`config.mk`:
```
export PLATFORM = sky130hd
export DESIGN_NAME = asop_top
export DESIGN_NICKNAME = d
export VERILOG_FILES = /design/src/asop_pkg.sv /design/src/asop_stage_if.sv /design/src/asop_delay_line.sv /design/src/asop_top.sv
export SDC_FILE = /design/constraint.sdc
export NUM_CORES = 1
export LEC_CHECK = 0
export BUFFER_PORTS_ARGS = -buffer_cell sky130_fd_sc_hd__buf_2
export CAP_MARGIN = 5
export CORE_MARGIN = 4
export CORE_UTILIZATION = 38
export CTS_CLUSTER_SIZE = 28
export DETAILED_ROUTE_END_ITERATION = 8
export GPL_TIMING_DRIVEN = 0
export PLACE_DENSITY = 0.6
export SLEW_MARGIN = 20
export SYNTH_ARGS = -nofsm -noshare
export SYNTH_HDL_FRONTEND = slang
export SYNTH_SLANG_ARGS = --single-unit
```
`constraint.sdc`:
```
create_clock -name clock -period 1.6 [get_ports clock]
set_input_delay 0.24 -clock clock [delete_from_list [all_inputs] [get_ports clock]]
set_output_delay 0.24 -clock clock [all_outputs]
set_load 0.01 [all_outputs]
```
`src/asop_pkg.sv`:
```
/*
 * package for the sample output port: widths, latency, codes and states.
 * assumes a single 25 MHz clock domain and synchronous active-high reset.
 */
package asop_pkg;
    // ************************************************************
    // word and pipeline geometry
    // ************************************************************
    localparam int SAMPLE_WIDTH = 10;                 // bits per output word
    localparam int PIPE_LATENCY = 6;                  // sampling edge to output, cycles
    // ************************************************************
    // code limits and coding
    // ************************************************************
    localparam logic [9:0] CODE_MIN = 10'h000;        // under-range clamp code
    localparam logic [9:0] CODE_MAX = 10'h3FF;        // over-range clamp code
    localparam logic [9:0] MSB_FLIP = 10'h200;        // offset binary to two's complement
    localparam logic [9:0] WORD_RESET = 10'h000;      // output word after reset
    // ************************************************************
    // clock figures
    // ************************************************************
    localparam int CLK_MIN_MHZ = 10;                  // slowest conversion clock
    localparam int CLK_MAX_MHZ = 65;                  // fastest conversion clock
    localparam int CLK_RATE_MHZ = 25;                 // rate this design is built for
    // ************************************************************
    // operating states
    // ************************************************************
    typedef enum logic [1:0] {
        ASOP_STANDBY,
        ASOP_FILLING,
        ASOP_RUNNING
    } asop_mode_t;
endpackage

```
`src/asop_stage_if.sv`:
```
/*
 * interface carrying raw samples into the delay line and words out of it.
 * assumes both ends share the top-level clock.
 */
`timescale 1ns/1ns
`default_nettype none
interface asop_stage_if;
    logic [9:0] raw_in;        // clamped sample entering the line
    logic shift_en;            // advance the line this cycle
    logic [9:0] raw_out;       // sample leaving the line
    modport feeder (output raw_in, output shift_en, input raw_out);
    modport line (input raw_in, input shift_en, output raw_out);
endinterface
`default_nettype wire

```
`src/asop_delay_line.sv`:
```
/*
 * fixed-length delay line holding samples in flight through the pipeline.
 * assumes the feeder advances it once per converting clock.
 */
`timescale 1ns/1ns
`default_nettype none
module asop_delay_line #(
    parameter int DEPTH = 5
) (
    input wire logic clock,
    input wire logic rst,
    asop_stage_if.line stg
);
    import asop_pkg::*;
    // ************************************************************
    // storage
    // ************************************************************
    logic [9:0] stage_reg [DEPTH];      // one slot per pipeline stage
    logic [9:0] stage_next [DEPTH];     // next contents
    // next-value logic, one slot per generate entry
    for (genvar i = 0; i < DEPTH; i++) begin : g_stage
        logic [9:0] prev_word;          // what this slot takes when the line advances
        // head slot is fed from outside, so no slot below zero is ever indexed
        if (i == 0) begin : g_head
            assign prev_word = stg.raw_in;
        end else begin : g_body
            assign prev_word = stage_reg[i-1];
        end
        always_comb begin
            if (stg.shift_en) begin
                stage_next[i] = prev_word;
            end else begin
                stage_next[i] = stage_reg[i];
            end
        end
        // register the slot
        always_ff @(posedge clock) begin
            if (rst) begin
                stage_reg[i] <= WORD_RESET;
            end else begin
                stage_reg[i] <= stage_next[i];
            end
        end
    end
    assign stg.raw_out = stage_reg[DEPTH-1];
endmodule
`default_nettype wire

```
`src/asop_top.sv`:
```
/*
 * digital side of a 10-bit pipelined converter: samples, delays, codes, holds.
 * assumes clock is the conversion clock and all inputs are synchronous to it.
 */
// Overview of operation
// - one sample per converting rising edge, 10-bit word
// - word appears six cycles after its sample
// - format high two's complement, low offset binary
// - standby while hold high, converting while low
// - one output word every converting clock cycle
// - bit 0 least, bit 9 most significant
// - clamp under-range to 0, over-range to 1023
`timescale 1ns/1ns
`default_nettype none
module asop_top (
    input wire logic clock,
    input wire logic rst,
    input wire logic [10:0] analog_code,
    input wire logic data_format_select,
    input wire logic low_power_hold,
    output logic [asop_pkg::SAMPLE_WIDTH-1:0] sample_word_bits,
    output logic sample_valid,
    output logic converting
);
    import asop_pkg::*;
    // ************************************************************
    // input stage
    // ************************************************************
    // analog_code is a signed quantiser value; range -512..1535 covers both clamp sides
    logic [9:0] clamped;             // quantised value limited to code range
    logic [9:0] sample_reg;          // stage 1: sampled word
    logic [9:0] sample_next;
    asop_mode_t mode_reg;            // operating state
    asop_mode_t mode_next;
    logic [2:0] fill_reg;            // words accepted since fill began
    logic [2:0] fill_next;
    logic [9:0] word_reg;            // output flip-flops
    logic [9:0] word_next;
    logic [9:0] coded;               // line output in chosen coding
    asop_stage_if stg ();            // link to delay line
    // clamp: 11'h600..11'h7FF are negative (under range), 11'h400..11'h5FF exceed 1023
    always_comb begin
        if (analog_code[10] && analog_code[9]) begin
            clamped = CODE_MIN;
        end else if (analog_code[10]) begin
            clamped = CODE_MAX;
        end else begin
            clamped = analog_code[9:0];
        end
    end
    // ************************************************************
    // mode control
    // ************************************************************
    // standby freezes the pipe; leaving it refills for six cycles
    always_comb begin
        mode_next = mode_reg;
        fill_next = fill_reg;
        if (low_power_hold) begin
            mode_next = ASOP_STANDBY;
            fill_next = 3'h0;
        end else begin
            unique case (mode_reg)
                ASOP_STANDBY: begin
                    mode_next = ASOP_FILLING;
                    fill_next = 3'h1;
                end
                ASOP_FILLING: begin
                    if (fill_reg == 3'(PIPE_LATENCY - 1)) begin
                        mode_next = ASOP_RUNNING;
                    end else begin
                        fill_next = fill_reg + 3'h1;
                    end
                end
                ASOP_RUNNING: begin
                    mode_next = ASOP_RUNNING;
                end
            endcase
        end
    end
    // register mode state
    always_ff @(posedge clock) begin
        if (rst) begin
            mode_reg <= ASOP_STANDBY;
            fill_reg <= 3'h0;
        end else begin
            mode_reg <= mode_next;
            fill_reg <= fill_next;
        end
    end
    // ************************************************************
    // datapath
    // ************************************************************
    assign converting = !low_power_hold;
    assign stg.raw_in = sample_reg;
    assign stg.shift_en = converting;
    // sample every converting edge, hold in standby
    always_comb begin
        sample_next = converting ? clamped : sample_reg;
    end
    // coding selected at the output
    always_comb begin
        if (data_format_select) begin
            coded = stg.raw_out ^ MSB_FLIP;
        end else begin
            coded = stg.raw_out;
        end
    end
    // output stage: sample + 4 line slots + output = 6 edges
    always_comb begin
        word_next = converting ? coded : word_reg;
    end
    // register datapath
    always_ff @(posedge clock) begin
        if (rst) begin
            sample_reg <= WORD_RESET;
            word_reg <= WORD_RESET;
        end else begin
            sample_reg <= sample_next;
            word_reg <= word_next;
        end
    end
    asop_delay_line #(.DEPTH(PIPE_LATENCY - 2)) u_line (
        .clock(clock),
        .rst(rst),
        .stg(stg)
    );
    // bit 0 is the least significant pin
    assign sample_word_bits = word_reg;
    // pipeline full: words now reflect real samples
    assign sample_valid = (mode_reg == ASOP_RUNNING) && converting;
    // ************************************************************
    // assertions
    // ************************************************************
    logic conv_d;      // helper: converting in previous cycle
    always_ff @(posedge clock) begin
        conv_d <= rst ? 1'b0 : converting;
    end
    AST_LATENCY: assert property (@(posedge clock) disable iff (rst)
        (converting && !data_format_select) [*7] |->
            sample_word_bits == $past(clamped, 6))
        else $error("word does not match sample six cycles earlier");
    AST_TWOS: assert property (@(posedge clock) disable iff (rst)
        (converting && data_format_select) [*7] |->
            sample_word_bits == ($past(clamped, 6) ^ MSB_FLIP))
        else $error("two's complement coding wrong");
    AST_UNDER: assert property (@(posedge clock) disable iff (rst)
        (analog_code[10] && analog_code[9]) |-> clamped == CODE_MIN)
        else $error("under-range not clamped to zero");
    AST_OVER: assert property (@(posedge clock) disable iff (rst)
        (analog_code[10] && !analog_code[9]) |-> clamped == CODE_MAX)
        else $error("over-range not clamped to full code");
    AST_HOLD: assert property (@(posedge clock) disable iff (rst)
        low_power_hold |=> $stable(sample_word_bits) && !sample_valid)
        else $error("output moved in standby");
    AST_SAMPLE: assert property (@(posedge clock) disable iff (rst)
        converting |=> sample_reg == $past(clamped))
        else $error("sample not taken on edge");
    AST_RATE: assert property (@(posedge clock) disable iff (rst)
        sample_valid [*2] |-> conv_d)
        else $error("word stream broken while valid");
    AST_FILL: assert property (@(posedge clock) disable iff (rst)
        $fell(low_power_hold) ##1 (!low_power_hold) [*6] |->
            sample_valid && !$past(sample_valid))
        else $error("valid not after six words");
    COV_RUN: cover property (@(posedge clock) disable iff (rst) $rose(sample_valid));
    COV_SB: cover property (@(posedge clock) disable iff (rst) $rose(low_power_hold));
    COV_TC: cover property (@(posedge clock) disable iff (rst) sample_valid && data_format_select);
    COV_CLAMP: cover property (@(posedge clock) disable iff (rst) analog_code[10] && converting);
endmodule
`default_nettype wire

```
; Yosys cells after proc, flatten, opt, wreduce, memory -nomap -nowiden
; Memories as Yosys holds them, arrays and structs flattened.
; Cells that the tools add are included.
[totals]
ff_bits = 25
mem_bits_rw = 40
output_inout_bits = 12
memories = 1
[mem_list]
columns = memory, words, width, rd, rd_ports_with_merged_regs, write_ports, line_no
row1 = u_line.stage_reg, 4, 10, 4, 0, 4, asop_delay_line.sv:18  ; logic [9:0] stage_reg [DEPTH];
[classes]
n_addsub = 1
eq_ne = 5
mux = 18
bitwise_logic = 5
reduce_logical = 7
[ops]
columns = cell, count
row1 = $mux W10, 11
row2 = $pmux W2 S3, 1
row3 = $pmux W3 S2, 1
row4 = $ne A2 B2 Y1 const B, 2
row5 = $or A1 B1 Y1, 4
row6 = $add A3 B1 Y3 const B, 1
row7 = $eq A3 B3 Y1 const B, 1
row8 = $mux W1, 3
row9 = $mux W3, 1
row10 = $eq A2 B1 Y1 const B, 1
row11 = $eq A2 B2 Y1 const B, 1
row12 = $logic_and A1 B1 Y1, 2
row13 = $logic_not A2 Y1, 1
row14 = $mux W2, 1
row15 = $reduce_and A2 Y1, 1
row16 = $reduce_bool A2 Y1, 1
row17 = $reduce_or A2 Y1, 1
row18 = $logic_not A1 Y1, 1
row19 = $not A1 Y1, 1

; Logic depth before layout (Yosys ltp)
[depth]
ltp_word = 3
mapped_depth = 5
ltp_nobuf = 5

; Hierarchy
; Synthesis repeated with hierarchy kept, for this count alone.
[hier_totals]
cells_unflattened = 252
hier_area_um2 = 2563.7
[by_module_without_submodules]
columns = mod, n_inst, cells_per_inst, area_per_inst_um2, seq_area_each_um2
row1 = asop_delay_line, 1, 129, 1457.6, 800.8
row2 = asop_top, 1, 123, 1106.1, 500.5

; Worst setup path after synthesis
; Ideal clock, no wire load.
[synth_timing]
kind = flip-flop to flip-flop
start = reg mode_reg[1]
end = reg fill_reg[0]
setup_time_ps = 103
arrival_time_ps = 1192
required_time_ps = 1497
path_slack_ps = 304
path_stages_with_launch = 6
n_path_buf = 0
period_less_slack_ps = 1296
path_cell_list = dfxtp_1 -> inv_1 -> ha_1 -> nand2b_1 -> nor3b_1 -> a2111oi_2
[synth_via]
elab_chain_cells = 3
[synth_rtl]
columns = item, line_no
row1 = "start, declared", asop_top.sv:33  ; asop_mode_t mode_reg;
row2 = "start signal, assigned", asop_top.sv:86  ; mode_reg <= mode_next;
row3 = $eq A2 B1 Y1 or $logic_not A2 Y1 (tied branches), asop_top.sv:62  ; unique case (mode_reg)
row4 = $ne A2 B2 Y1 (no line) or $reduce_bool A2 Y1 (tied branches), -
row5 = $reduce_and A2 Y1 (no line), -
row6 = "end signal, assigned", asop_top.sv:87  ; fill_reg <= fill_next;
row7 = "end, declared", asop_top.sv:35  ; logic [2:0] fill_reg;
; Parallel ways exist; a longest one is shown, timed or not.
; A chain may end at the register's enable or synchronous reset.

; Worst setup path after layout
; Ends and elaborated chain as after synthesis.

==> results.rst <==
.. list-table::
   :header-rows: 1

   * - Metric
     - Value
   * - CTS tree
     - built
   * - DRC Markers
     - 0
   * - Prevailing post-synth register cell
     - sky130_fd_sc_hd__dfxtp_1
   * - Final period util
     - 88.72%
   * - Slowest cell delay on critical path
     - 0.35 ns
   * - Max Root-Sink Buffers
     - 2
   * - Full die area
     - 0.007966 mm^2
   * - Clock transition time at the flip-flop clock pins of the worst setup and hold paths
     - 0.06 ns
   * - Critical setup path kind
     - reg2reg
   * - Sequence of cells on the critical path
     - inv_1 -> ha_1 -> nand2b_1 -> nor3b_1 -> a2111oi_2
   * - Distinct cell type count after synthesis
     - 25
   * - Clk_skew
     - 0.008349 ns
   * - Count of endpoints failing hold in the final timing report
     - 0
   * - Crit path time final
     - 1.420 ns
   * - Rows
     - 29
   * - Final instance count without filler cells
     - 370
   * - Largest register FFs
     - 40
   * - Required time of the critical path
     - 1.82 ns
   * - Count of buffers from port buffering
     - 25
   * - Post-CTS Repair Setup Buffers
     - 0
   * - Max cap viols
     - 0
   * - Cell Area, Synth
     - 0.002509 mm^2
   * - Sort of element at the end of the critical path
     - register
   * - Antenna fix cells
     - 0
   * - Peak supply drop
     - 0.5805 mV
   * - Antenna violations before repair
     - 0
   * - Detailed-placement wirelength estimate
     - 3015 um
   * - Cell area after layout
     - 0.002937 mm^2
   * - Portion of synthesized cell area occupied by the leading cell type
     - 51.87%
   * - Maximum clock frequency
     - 0.7044 GHz
   * - Kind of cell adding the most delay to the critical path
     - simple AND/OR/NAND/NOR gates
   * - RSZ-0062 raised after global routing
     - no
   * - Syn-to-layout area delta
     - 17.06%
   * - Synth top area cells
     - sky130_fd_sc_hd__dfxtp_1, sky130_fd_sc_hd__mux2i_1, sky130_fd_sc_hd__nor2_1, sky130_fd_sc_hd__a21oi_1, sky130_fd_sc_hd__ha_1
   * - Fraction of the yosys area taken by sequential cells
     - 51.87%
   * - Type of origin of the critical path
     - register
   * - Number of vias in the routed layout
     - 1,679
   * - Total clock buffers created by CTS
     - 9
   * - Slowest cell on crit path
     - sky130_fd_sc_hd__dfxtp_1
   * - Wire length of the first global-routing pass
     - 7348 um
   * - Resized Gates After CTS
     - 0
   * - Critical path arrival
     - 1.64 ns
   * - Avg Vias per Cell
     - 4.538
   * - Worst slack at placement
     - 0.1900 ns
   * - Die Span X
     - 89.25 um
   * - Number of warnings printed during yosys synthesis
     - 0
   * - Worst slew margin relative to its limit
     - 66.41%
   * - Number of top-level design ports
     - 27
   * - Total routed wirelength
     - 4135 um
   * - Power density cells
     - 1126 mW/mm^2
   * - Count of final setup violators
     - 0
   * - Cell area after placement
     - 0.002730 mm^2
   * - Synth area leader
     - sky130_fd_sc_hd__dfxtp_1
   * - Die boundary height
     - 89.25 um
   * - Setup TNS
     - 0 ns
   * - Static leakage power
     - 1.312 nW
   * - Avg Synthesized Cell Area
     - 9.955 um^2
   * - Routed length per instance
     - 11.18 um
   * - Vias in the first global route
     - 1,582
   * - Path type of the worst min-delay path
     - in2reg
   * - Synth Instances
     - 252
   * - 1st-iter DRT viols
     - 48
   * - Maximum number of pins on one net before global-route repair
     - 12
   * - Min setup slack post-route
     - 0.1804 ns
   * - Final estimated routing congestion in global placement
     - 0.6716
   * - Synth async-reset ratio
     - 0%
   * - Share of layout cells above drive strength 1
     - 17.75%
   * - EDFF count, synth
     - 0
   * - Number of flip-flops and latches in the synthesized netlist
     - 65
   * - Placeable core region
     - 0.006386 mm^2
   * - Syn nets
     - 272
   * - Crit path buffers/inverters
     - 1
   * - Overall Power
     - 3.308 mW
   * - Outcome
     - finished clean
   * - Crit-path max FO
     - 5
   * - Actual transition at the worst max-transition pin
     - 0.5039 ns
   * - Number of sinks on the clock net
     - 65
   * - Antenna-violating nets left
     - 0
   * - Layout net count
     - 308
   * - Source-to-sink clock delay at the later pin of the worst-skew pair
     - 0.33 ns
   * - Hold buffer count at cts
     - 0
   * - Level count of the clock H-tree
     - 3
   * - Pins over their slew limit
     - 0
   * - Total placed cells including tap cells
     - 354
   * - GRT Overall Usage
     - 11.95%
   * - Initial Utilization
     - 39.28%
   * - Iteration count of the initial detailed-routing pass
     - 4
   * - Minimum hold slack
     - 0.2239 ns
   * - Final core occ
     - 45.98%
   * - Sum of overflow across all layers after global routing
     - 0
   * - Clock root buffer
     - sky130_fd_sc_hd__clkbuf_8
-- final timing paths --
kind | from | to | slack (ns) | cells past startpoint
setup reg to reg | mode_reg[1] | fill_reg[0] | 0.18 | 5
setup / recovery | mode_reg[1] | fill_reg[0] | 0.18 | 5
hold / removal | rst | fill_reg[0] | 0.22 | 2
hold reg to reg | sample_reg[4] | sample_reg[4] | 0.46 | 2
-- final cells by class --
| class | count | area (um^2) |
|---|---|---|
| well taps | 77 | 96.34 |
| inverters | 4 | 15.01 |
| repair buffers | 25 | 125.1 |
| plain buffers | 17 | 90.09 |
| multi-input cells | 166 | 1102 |
| fillers | 618 | 3450 |
| clock buffers | 12 | 155.1 |
| clock inverters | 4 | 51.30 |
| flip-flops and latches | 65 | 1301 |
-- layer usage --
layer / global-route usage (%) / part of all wire (%)
met2: 17.48 / 41
met4: 4.871 / 1.8
met5: 0 / 0
met1: 16.13 / 52
met3: 4.055 / 4.5
-- power by group --
| part | switching [mW] | internal [mW] | leakage [nW] | total, mW |
|---|---|---|---|---|
| clock network | 0.602 | 0.805 | 0.103 | 1.41 |
| logic | 0.123 | 0.104 | 0.683 | 0.227 |
| registers | 0.0202 | 1.65 | 0.527 | 1.67 |
| total | 0.746 | 2.56 | 1.31 | 3.31 |
-- cells by family (layout without fill, tap and decap cells) --
family,Yosys count,after routing,synth area share [%]
xor gates and xnor gates,1,1,0.3492
AOI/OAI and AO/OA,28,28,6.833
and+or+nand+nor,82,82,14.31
muxes,50,50,19.95
DFF,65,65,51.87
adders and majority gates,5,5,2.494
buffers and inverters,21,62,4.189
-- cell usage in the layout, fill, tap and decap left out, types with 2 or more instances in the layout --
cell and instances:
sky130_fd_sc_hd__ha_1 5, sky130_fd_sc_hd__clkbuf_8 11, sky130_fd_sc_hd__nor2b_1 9, sky130_fd_sc_hd__clkbuf_1 8, sky130_fd_sc_hd__dfxtp_1 65, sky130_fd_sc_hd__a21oi_1 13
sky130_fd_sc_hd__and2b_1 3, sky130_fd_sc_hd__buf_4 6, sky130_fd_sc_hd__nand2b_1 2, sky130_fd_sc_hd__nand2_1 12, sky130_fd_sc_hd__mux2i_1 50, sky130_fd_sc_hd__nand3_1 2
sky130_fd_sc_hd__buf_2 27, sky130_fd_sc_hd__o21ai_0 11, sky130_fd_sc_hd__inv_1 4, sky130_fd_sc_hd__nor2_1 51
-- worst reg2reg max path, stage by stage (launching register included) --
cell                        delay, ns
sky130_fd_sc_hd__dfxtp_1         0.35
sky130_fd_sc_hd__inv_1           0.07
sky130_fd_sc_hd__ha_1            0.23
sky130_fd_sc_hd__nand2b_1        0.20
sky130_fd_sc_hd__nor3b_1         0.16
sky130_fd_sc_hd__a2111oi_2       0.31
-- cells in the mapped netlist (2+ instances only) --
library cell                n
sky130_fd_sc_hd__nand2_1   12
sky130_fd_sc_hd__ha_1       5
sky130_fd_sc_hd__and2b_1    3
sky130_fd_sc_hd__a21oi_1   13
sky130_fd_sc_hd__dfxtp_1   65
sky130_fd_sc_hd__buf_2      2
sky130_fd_sc_hd__nor2b_1    9
sky130_fd_sc_hd__nor2_1    51
sky130_fd_sc_hd__clkbuf_1   7
sky130_fd_sc_hd__nand3_1    2
sky130_fd_sc_hd__nand2b_1   2
sky130_fd_sc_hd__mux2i_1   50
sky130_fd_sc_hd__buf_4      6
sky130_fd_sc_hd__o21ai_0   11
sky130_fd_sc_hd__inv_1      4
Power figures use the tool's default switching activity.
